===== src/rtl/ppc_defs.vh =====
// register offsets, field positions, mode codes and reset values for the
// port 2 / port 3 pin configuration block; definitions only
`ifndef PPC_DEFS_VH
`define PPC_DEFS_VH

// register addresses on the cpu register space
`define PPC_ADDR_P2_LOW      8'hE9
`define PPC_ADDR_P3_HIGH     8'hEA
`define PPC_ADDR_P3_LOW      8'hEB

// reset values
`define PPC_RST_P2_LOW       8'h00
`define PPC_RST_P3_HIGH      6'h00
`define PPC_RST_P3_LOW       8'h00

// two-bit pin mode codes
`define PPC_MODE_IN          2'h0
`define PPC_MODE_IN_PU       2'h1
`define PPC_MODE_OUT_PP      2'h2
`define PPC_MODE_ALT         2'h3

// port 3 high-byte field positions
`define PPC_P3H_LCD_SEGMENT_35_BIT    5
`define PPC_P3H_LCD_SEGMENT_34_BIT    4
`define PPC_P3H_RX_LSB       2
`define PPC_P3H_TX_LSB       0
`define PPC_P3H_WIDTH        6

// port 3 low-byte field positions for pins 1 and 0
`define PPC_P3L_PIN1_LSB     2
`define PPC_P3L_PIN0_LSB     0

`endif


===== src/rtl/ppc_pin_config.v =====
// port 2 pins 0-4 and port 3 pins 0,1 (timer/segment) and serial
// rx/tx pin configuration, with the three control registers
// assumes a single-cycle cpu register strobe on clk, read data sampled
// one cycle after the read strobe
// timer, segment and serial sources share clk and are used as levels;
// only the rx pin is asynchronous and gets a synchroniser
`timescale 1ns/1ps
`default_nettype none
`include "ppc_defs.vh"

// Behaviour
// - analog channel 4 field decodes four modes
// - port 2 pins 3..1 fields, same encoding
// - port 2 pin 0 field, code 11 analog
// - port 3 pin 1 timer A or segment 35
// - port 3 pin 0 timer B or segment 34
// - serial rx/tx pin modes, rx feeds the receiver in the two input modes only
module ppc_pin_config (
  input  wire       clk,
  input  wire       srst,
  input  wire [7:0] reg_addr,
  input  wire       reg_wr,
  input  wire       reg_rd,
  input  wire [7:0] reg_wdata,
  output reg  [7:0] reg_rdata,
  input  wire [1:0] p2_pin4_mode,
  output reg  [4:0] p2_out_en,
  output reg  [4:0] p2_pull_up_en,
  output reg  [4:0] p2_analog_sel,
  output reg        p3_pin1_out_en,
  output reg        p3_pin1_pull_up_en,
  output reg        p3_pin1_alt_out,
  output reg        p3_pin0_out_en,
  output reg        p3_pin0_pull_up_en,
  output reg        p3_pin0_alt_out,
  input  wire       timer_a_output,
  input  wire       timer_a_pwm_output,
  input  wire       timer_a_pwm_sel,
  input  wire       timer_b_pwm_output,
  input  wire       lcd_segment_35,
  input  wire       lcd_segment_34,
  input  wire       serial_tx_data,
  input  wire       serial_rx_drive,
  input  wire       rx_pin_in,
  output reg        rx_pin_out_en,
  output reg        rx_pin_pull_up_en,
  output reg        rx_pin_alt_out,
  output reg        rx_to_receiver,
  output reg        tx_pin_out_en,
  output reg        tx_pin_pull_up_en,
  output reg        tx_pin_alt_out
);

  // ****************************************************************
  // decode helpers
  // ****************************************************************

  // pin drives whenever the mode is push-pull or alternate output
  function drives;
    input [1:0] mode;
    begin
      drives = (mode == `PPC_MODE_OUT_PP) || (mode == `PPC_MODE_ALT);
    end
  endfunction

  // pull-up only in the input-with-pull-up mode; driving modes drop it
  function pulls;
    input [1:0] mode;
    begin
      pulls = (mode == `PPC_MODE_IN_PU);
    end
  endfunction

  // code 11 hands the pin over to its alternate function
  function is_alt;
    input [1:0] mode;
    begin
      is_alt = (mode == `PPC_MODE_ALT);
    end
  endfunction

  // ****************************************************************
  // registers
  // ****************************************************************

  // configuration state; the pin 4 field lives outside this block
  reg  [7:0] p2_low_q;
  reg  [5:0] p3_high_q;
  reg  [7:0] p3_low_q;
  reg        rx_sync2_q;
  reg        rx_sync1_b_q;

  // cpu writes; only six bits of the high register exist
  // unmapped addresses fall to the default and are dropped
  always @(posedge clk) begin
    if (srst) begin
      p2_low_q  <= `PPC_RST_P2_LOW;
      p3_high_q <= `PPC_RST_P3_HIGH;
      p3_low_q  <= `PPC_RST_P3_LOW;
    end else if (reg_wr) begin
      case (reg_addr)
        `PPC_ADDR_P2_LOW:  p2_low_q  <= reg_wdata;
        `PPC_ADDR_P3_HIGH: p3_high_q <= reg_wdata[5:0];
        `PPC_ADDR_P3_LOW:  p3_low_q  <= reg_wdata;
        default: ;
      endcase
    end
  end

  // read mux; unmapped addresses and unused bits answer zero
  // reads change no state, so a stray read strobe is harmless
  always @(posedge clk) begin
    if (srst) begin
      reg_rdata <= 8'h00;
    end else if (reg_rd) begin
      case (reg_addr)
        `PPC_ADDR_P2_LOW:  reg_rdata <= p2_low_q;
        `PPC_ADDR_P3_HIGH: reg_rdata <= {2'h0, p3_high_q};
        `PPC_ADDR_P3_LOW:  reg_rdata <= p3_low_q;
        default:           reg_rdata <= 8'h00;
      endcase
    end
  end

  // rx pin comes from outside: two flops before anything reads it
  // the first stage may go metastable; only the second is read
  always @(posedge clk) begin
    if (srst) begin
      rx_sync1_b_q <= 1'b0;
      rx_sync2_q   <= 1'b0;
    end else begin
      rx_sync1_b_q <= rx_pin_in;
      rx_sync2_q   <= rx_sync1_b_q;
    end
  end

  // ****************************************************************
  // port 2 pin decode
  // ****************************************************************

  // mode field of pin n; pin 4 field comes from the p2_pin4_mode input
  wire [9:0] p2_modes = {p2_pin4_mode, p2_low_q};

  genvar gi;
  generate
    for (gi = 0; gi < 5; gi = gi + 1) begin : g_p2
      // this pin's two-bit field, picked once
      wire [1:0] fld = p2_modes[2*gi+1 -: 2];

      always @(posedge clk) begin
        if (srst) begin
          p2_out_en[gi]     <= 1'b0;
          p2_pull_up_en[gi] <= 1'b0;
          p2_analog_sel[gi] <= 1'b0;
        end else begin
          // analog routing leaves the digital driver off, so an
          // analog pin is never fought by its own output stage
          p2_out_en[gi]     <= (fld == `PPC_MODE_OUT_PP);
          p2_pull_up_en[gi] <= pulls(fld);
          p2_analog_sel[gi] <= is_alt(fld);
        end
      end
    end
  endgenerate

  // ****************************************************************
  // port 3 pin decode
  // ****************************************************************

  // field slices of the two port 3 registers
  wire [1:0] p3_pin1_mode = p3_low_q[`PPC_P3L_PIN1_LSB +: 2];
  wire [1:0] p3_pin0_mode = p3_low_q[`PPC_P3L_PIN0_LSB +: 2];
  wire [1:0] rx_mode      = p3_high_q[`PPC_P3H_RX_LSB +: 2];
  wire [1:0] tx_mode      = p3_high_q[`PPC_P3H_TX_LSB +: 2];
  // timer A offers a plain output and a pwm output; the timer itself
  // says which one is live, this block only forwards it
  wire       timer_a_src  = timer_a_pwm_sel ? timer_a_pwm_output
                                            : timer_a_output;

  // alternate sources are registered so every output leaves a flop;
  // costs one cycle of latency on timer and segment waveforms
  always @(posedge clk) begin
    if (srst) begin
      p3_pin1_out_en     <= 1'b0;
      p3_pin1_pull_up_en <= 1'b0;
      p3_pin1_alt_out    <= 1'b0;
      p3_pin0_out_en     <= 1'b0;
      p3_pin0_pull_up_en <= 1'b0;
      p3_pin0_alt_out    <= 1'b0;
      rx_pin_out_en      <= 1'b0;
      rx_pin_pull_up_en  <= 1'b0;
      rx_pin_alt_out     <= 1'b0;
      rx_to_receiver     <= 1'b0;
      tx_pin_out_en      <= 1'b0;
      tx_pin_pull_up_en  <= 1'b0;
      tx_pin_alt_out     <= 1'b0;
    end else begin
      // pin 1: timer A or segment 35 when alternate
      p3_pin1_out_en     <= drives(p3_pin1_mode);
      p3_pin1_pull_up_en <= pulls(p3_pin1_mode);
      p3_pin1_alt_out    <= is_alt(p3_pin1_mode) &
        (p3_high_q[`PPC_P3H_LCD_SEGMENT_35_BIT] ? lcd_segment_35
                                       : timer_a_src);
      // pin 0: timer B or segment 34 when alternate
      p3_pin0_out_en     <= drives(p3_pin0_mode);
      p3_pin0_pull_up_en <= pulls(p3_pin0_mode);
      p3_pin0_alt_out    <= is_alt(p3_pin0_mode) &
        (p3_high_q[`PPC_P3H_LCD_SEGMENT_34_BIT] ? lcd_segment_34
                                       : timer_b_pwm_output);
      // serial receive pin
      rx_pin_out_en      <= drives(rx_mode);
      rx_pin_pull_up_en  <= pulls(rx_mode);
      rx_pin_alt_out     <= is_alt(rx_mode) & serial_rx_drive;
      // receiver hears the pin in both input modes;
      // output and alternate modes cut the receiver off
      rx_to_receiver     <= ~rx_mode[1] & rx_sync2_q;
      // serial transmit pin
      tx_pin_out_en      <= drives(tx_mode);
      tx_pin_pull_up_en  <= pulls(tx_mode);
      tx_pin_alt_out     <= is_alt(tx_mode) & serial_tx_data;
    end
  end

endmodule // ppc_pin_config
`default_nettype wire


===== config.mk =====
export PLATFORM = sky130hd
export DESIGN_NAME = ppc_pin_config
export DESIGN_NICKNAME = d
export VERILOG_FILES = /design/src/rtl/ppc_pin_config.v
export VERILOG_INCLUDE_DIRS = /design/src /design/src/rtl
export SDC_FILE = /design/constraint.sdc
export NUM_CORES = 1
export LEC_CHECK = 0
export ABC_AREA = 1
export BUFFER_PORTS_ARGS = -buffer_cell sky130_fd_sc_hd__clkbuf_2
export CAP_MARGIN = 20
export CORE_ASPECT_RATIO = 1.25
export CORE_MARGIN = 2
export CORE_UTILIZATION = 44
export DETAILED_ROUTE_END_ITERATION = 8
export GPL_ROUTABILITY_DRIVEN = 0
export GPL_TIMING_DRIVEN = 0
export PLACE_DENSITY_LB_ADDON = 0.05
export SETUP_SLACK_MARGIN = 0.4
export SYNTH_ARGS = -nofsm -noshare
export SYNTH_HDL_FRONTEND = slang
export SYNTH_SLANG_ARGS = --single-unit

===== constraint.sdc =====
create_clock -name clk -period 1.45 [get_ports clk]
set_input_delay 0.145 -clock clk [delete_from_list [all_inputs] [get_ports clk]]
set_output_delay 0.145 -clock clk [all_outputs]
set_load 0.005 [all_outputs]

==> impl_metrics.yaml, run 1 <==
run_status:
  status: "finished, final reports clean"
setup_path:
  worst_setup_path_start_kind: "flip-flop"
  arrival_ps: 770
  slowest_stage: "dfxtp_1"
  crit_type: "flip-flop to output port"
  critPathBufInv: 1
  crit_chain: "clkbuf_2"
  cp-end-kind: "output port"
  reg2reg_depth: 4
  path_max_fanout: 2
  worst_ep_required_time_ps: 1310
  worst_path_dominant_cell_family: "flip-flops"
  crit_path_max_incr_delay_ps: 330
  cp.depth: 1
yosys:
  synth_cell_types: 26
  synthCells: 250
  synth.most_common_cell: "dfxtp_1"
  muxShareOfSynthArea: 0.00443
  synth_compound_area_frac: 0.151
  synthAdderAreaFrac: 0
  yosys_warnings: 0
  yosysSeqAreaShare: 0.532
  synth_common_cells: "dfxtp_1 (60), inv_1 (30), nand2_1 (24), nand3_1 (24), a21oi_1 (22)"
  synth_xor_area_frac: 0
  synth_area_leaders: "dfxtp_1 (53%), nand3_1 (5.3%), inv_1 (5.0%), a21oi_1 (4.9%), nor3_1 (4.2%)"
  synthSimpleGateAreaFrac: 0.219
  synth_nets: 281
  synth_top_family_by_area: "simple AND/OR/NAND/NOR gates"
  synth_top_area_share: 0.532
  ys.flop_type: "dfxtp_1"
  synth_edf_count: 0
  ys_ff_latch: 60
  syn_area_mm2: 0.00226
  yosys.area.top_type: "dfxtp_1"
  async_flop_share: 0
  syn_avg_cell_area_um2: 9.03
clock_network:
  cts_max_level: 3
  root_buffer: "clkbuf_8"
  cts.clk_slew.worst_paths_ps: 70
  clock_sinks: 60
  clkLatencyLatePin_ps: 330
  cts_tree: "built"
  cts_buffer_depth: 2
  cts_buffers: 9
timing:
  whs_ps: 41.7
  finalMaxSlewViolations: 0
  hold_viol_final: 0
  finalClockSkew_ps: 9.53
  setup_viol: 0
  slew_headroom: 0.669
  finalSetupTns_ps: 0
  fin_crit_sh: 0.633
  fin_crit_ps: 918
  fmax_mhz: 1090
  rsz0062_at_grt: "no"
  tightestPinTransition_ps: 496
  worst_slack_ps: 532
routing:
  vias: 1875
  avgViaCountPerCell: 4.75
  drtIter0Drc: 85
  wire_per_inst_um: 12.2
  drc: 0
  dr.pass1.iters: 4
  ant_nets: 0
  finalWirelength_mm: 4.82
floorplanning:
  num_rows: 29
  core_area_mm2: 0.00501
  die_y_um: 84.1
  die_area_mm2: 0.00573
  ios: 67
  start_util: 0.451
  dieWidth_um: 68.1
hold_path:
  hold_path_depth: 3
  hold_path.class: "primary input to flip-flop"
power_and_ir_drop:
  p_int_mw: 2.38
  p_clk_frac: 0.410
  power.share.combinational: 0.055
  p_per_area_mw_per_mm2: 1090
  switchingPower_uw: 726
  netSwitchingFraction: 0.234
  p_total_mw: 3.10
  power_leakage_nw: 1.22
  peakVddDrop_uv: 791
  p_seq_frac: 0.535
global_routing:
  first_global_vias: 1712
  grt_usage: 0.186
  grt_pass1_wl_mm: 7.76
  grt_max_degree: 11
  overflow: 0
  antenna_found_initial: 0
run:
  max-cap-violations: 0
finish:
  finalCoreUtilization: 0.570
  drive_above_1_share: 0.348
  fin_nets: 359
  diodes: 0
  areaGrowthSynthToFinish_pct: 26.4
place:
  pre_cts_ws_ps: 252
  hpwl_mm: 3.74
  portBuffers: 64
## cell type report
type                       instances  area (µm²)
fill                             509        2150
sequential                        60        1200
multi-input combinational        146         846
timing repair buffer              67         350
clock buffer                      11         141
inverter                          32         120
buffer                            12        91.3
tap                               62        77.6
clock inverter                     5        27.5
## routing by layer
layer	vias up	part of all wire	GRT usage
li1	987	-	-
met5	-	0	0
met4	0	0.013	0.0891
met3	7	0.073	0.0702
met2	67	0.48	0.271
met1	814	0.43	0.240
## cells in the final DEF (no fill, tap or decap)
| cell type | count |
|---|---|
| clkbuf_2 | 64 |
| dfxtp_1 | 60 |
| inv_1 | 30 |
| nand2_1 | 24 |
| nand3_1 | 24 |
| a21oi_1 | 22 |
| nor3_1 | 19 |
| o21ai_0 | 13 |
| a21oi_2 | 10 |
| clkbuf_8 | 10 |
| o21ai_1 | 7 |
| nor2_1 | 7 |
| buf_6 | 4 |
| buf_2 | 4 |
| o21ai_2 | 4 |
| clkinv_2 | 4 |
| nand3_2 | 3 |
| clkbuf_1 | 3 |
| dlygate4sd3_1 | 3 |
| inv_2 | 2 |
| nor2_8 | 2 |
| nand2_2 | 2 |
| nor2_4 | 2 |
| nand3_4 | 2 |
| and3_1 | 2 |
| nand2_4 | 1 |
| buf_8 | 1 |
| buf_1 | 1 |
| mux2i_1 | 1 |
| o211ai_1 | 1 |
| clkinvlp_4 | 1 |
## worst register-to-register path: cells and delay by family (launching register included)
kind	cells	cell delay, ps
flip-flops	1	350
buffers and inverters	1	70
AO/OA/AOI/OAI	2	210
AND/OR/NAND/NOR	1	130
## final timing paths
check	startpoint	end	slack, ps
hold reg to reg	rx_sync1_b_q	rx_sync2_q	420
setup / recovery	reg_rdata[3]	reg_rdata[3]	530
hold / removal	timer_b_pwm_output	p3_pin0_alt_out	40
setup reg to reg	p3_low_q[3]	p3_pin1_alt_out	620
## metrics by stage
| step | cell area, µm² | instances |
|---|---|---|
| 2_1_floorplan | 2260 | 250 |
| 3_3_place_gp | 2660 | 376 |
| 3_5_place_dp | 2660 | 376 |
| 4_1_cts | 2860 | 395 |
| 5_1_grt | 2860 | 395 |
| 6_report | 2860 | 395 |
## logic make-up (layout without fill, tap and decap cells)
family,count (synthesis),count (layout)
buffers and inverters,44,127
AND/OR/NAND/NOR,88,88
multiplexers,1,1
flip-flops,60,60
AO/OA/AOI/OAI,57,57
## repair_timing
| item | 4_1_cts | 5_1_grt |
|---|---|---|
| endpoints found under the hold margin | 3 | 0 |
| hold buffers | 3 | 0 |
| buffers inserted | 0 | 0 |
| resized for setup | 0 | 0 |
| setup endpoints to repair | 0 | 0 |
## registers in the layout (all words and copies together), names as in the netlist, 5 cells and up
signal,flops
p3_high_q,6
p2_analog_sel,5
p2_pull_up_en,5
reg_rdata,8
p2_out_en,5
p2_low_q,8
p3_low_q,8
## power groups by stage
stage	sequential [mW]	clock (mW)	combinational, mW
6_report	1.66	1.27	0.171
3_3_place_gp	1.70	0	0.166
5_1_grt	1.66	1.39	0.191
3_5_place_dp	1.70	0	0.167
4_1_cts	1.66	1.31	0.173
2_1_floorplan	1.70	0	0.0904
Power figures use the tool's default switching activity.
==> inputs of run 2 (changes only) <==
clock period = 0.8 ns   (was 1.45 ns; I/O delays follow)
==> run 2 against run 1 <==
Critical endpoint is now rx_pin_pull_up_en. Total power rose by 110%. Sequential cell count did not move. Setup slack got worse by 600 ps. Worst hold slack got worse by 140 ps. The flow now finishes with violations (negative hold slack, negative setup slack). Non-clock buffer count rose by 38. Cell count rose by 9.6%. Via count rose by 19%. Global-route usage rose by 6.1 points. Sequential share of layout area fell by 12 points. Combinational power rose to 3.4 times the previous value. Clock-buffer cell count did not move.
==> impl_metrics.yaml, run 2 (same netlist as run 1, synthesis figures left out) <==
run:
  max-cap-violations: 0
global_routing:
  grt_usage: 0.247
  grt_max_degree: 11
  overflow: 0
  antenna_found_initial: 0
  first_global_vias: 2156
  grt_pass1_wl_mm: 10.4
finish:
  finalCoreUtilization: 0.831
  area.sequential_mm2: 0.00127
  layout_common_cells: "clkbuf_2 (59), dfxtp_2 (31), buf_6 (29)"
  fin_nets: 397
  drive_above_1_share: 0.833
  diodes: 0
  fin_area_mm2: 0.00416
  areaGrowthSynthToFinish_pct: 84.2
  multiInputGateArea_mm2: 0.00135
  biggestRegsByFlops: "p2_low_q x8, p3_low_q x8, reg_rdata x8"
  fill_cells: 274
  layout_commonest_cell: "clkbuf_2"
timing:
  hold_viol_final: 9
  worst_slack_ps: -69.9
  finalClockSkew_ps: 8.45
  tightestPinTransition_ps: 345
  finalMaxSlewViolations: 0
  rsz0062_at_grt: "yes"
  fin_crit_ps: 870
  whs_ps: -100
  fmax_mhz: 1150
  slew_headroom: 0.770
  finalSetupTns_ps: -2050
  setup_viol: 53
  fin_crit_sh: 1.09
floorplanning:
  num_rows: 29
  dieWidth_um: 68.1
  core_area_mm2: 0.00501
  ios: 67
  start_util: 0.451
  die_area_mm2: 0.00573
  die_y_um: 84.1
setup_path:
  critPathBufInv: 1
  arrival_ps: 790
  worst_ep_required_time_ps: 720
  crit_type: "flip-flop to output port"
  slowest_stage: "dfxtp_1"
  cp-startpoint: "rx_pin_pull_up_en"
  crit_chain: "clkbuf_2"
  cp-end-kind: "output port"
  worst_path_dominant_cell_family: "flip-flops"
  crit_path_max_incr_delay_ps: 320
  r2r-start: "p2_low_q[4]"
  path_max_fanout: 1
  worst_setup_path_start_kind: "flip-flop"
clock_network:
  cts_tree: "built"
  cts.clk_slew.worst_paths_ps: 70
  cts_max_level: 3
  root_buffer: "clkbuf_8"
  cts_buffer_depth: 2
  clock_sinks: 60
  clkLatencyLatePin_ps: 350
  cts_buffers: 9
run_status:
  status: "finished with violations"
  violations: "negative hold slack, negative setup slack"
routing:
  avgViaCountPerCell: 5.16
  drc: 0
  dr.pass1.iters: 5
  drtIter0Drc: 75
  vias: 2236
  wire_per_inst_um: 17.6
  finalWirelength_mm: 7.61
  ant_nets: 0
power_and_ir_drop:
  peakVddDrop_uv: 1330
  p_per_area_mw_per_mm2: 1590
  power_leakage_nw: 1.70
place:
  placed_area_mm2: 0.00289
  portBuffers: 64
  hpwl_mm: 3.83
hold_path:
  min_from: "p2_pin4_mode[1]"
  hold_path.class: "primary input to flip-flop"
==> run 2: cell types whose count changed in the layout (fill, tap and decap cells not counted), sizes merged <==
cell,delta
clkinvlp,-1
clkinv,-1
dlygate4sd3,-3
buf,+43
clkbuf,-2
bufinv,+2
==> run 2: power by group <==
group	switching [mW]	internal (mW)	leakage [nW]
combinational	0.330	0.247	1.09
sequential	0.00673	2.98	0.505
clock	1.22	1.82	0.113
total	1.56	5.05	1.70
==> run 2: final timing paths <==
path | to | slack (ps) | cells after the start
worst min register to register | rx_sync2_q | 430 | 2
worst min-delay path | p2_pull_up_en[4] | -100 | 2
worst max register to register | reg_rdata[4] | -10 | 4
worst max-delay path | rx_pin_pull_up_en | -70 | 1
==> run 2: metrics by stage <==
step	total power, mW	setup slack, ps	cells
2_1_floorplan	3.31	-72.2	250
3_3_place_gp	3.47	-427	376
3_5_place_dp	3.47	-430	376
4_1_cts	6.50	-58.6	423
5_1_grt	6.79	-121	433
6_report	6.61	-69.9	433
==> run 2: timing repair <==
item,4_1_cts,5_1_grt
endpoints found under the hold margin,9,9
resized for setup,128,67
cloned,3,2
endpoints found under the setup margin,92,92
pin swaps,36,19
setup buffers,28,8
==> run 2: worst register-to-register path, delay by kind of cell (launching register included) <==
| family | cells | cell delay, ps |
|---|---|---|
| DFF | 1 | 390 |
| and+or+nand+nor | 3 | 240 |
| AOI/OAI and AO/OA | 1 | 100 |
==> run 2: per-layer routing <==
metal | GRT usage | wire [µm] | vias up
li1 | - | - | 1064
met1 | 0.288 | 2920 | 1061
met2 | 0.408 | 4100 | 86
met3 | 0.0661 | 359 | 25
met4 | 0.118 | 236 | 0
met5 | 0 | 0 | -
==> run 2: layout make-up <==
class,count,area share
buffer,12,0.0427
clock buffer,11,0.0340
clock inverter,5,0.0180
inverter,32,0.0475
multi-input combinational,146,0.325
sequential,60,0.304
tap,62,0.0186
timing repair buffer,105,0.210
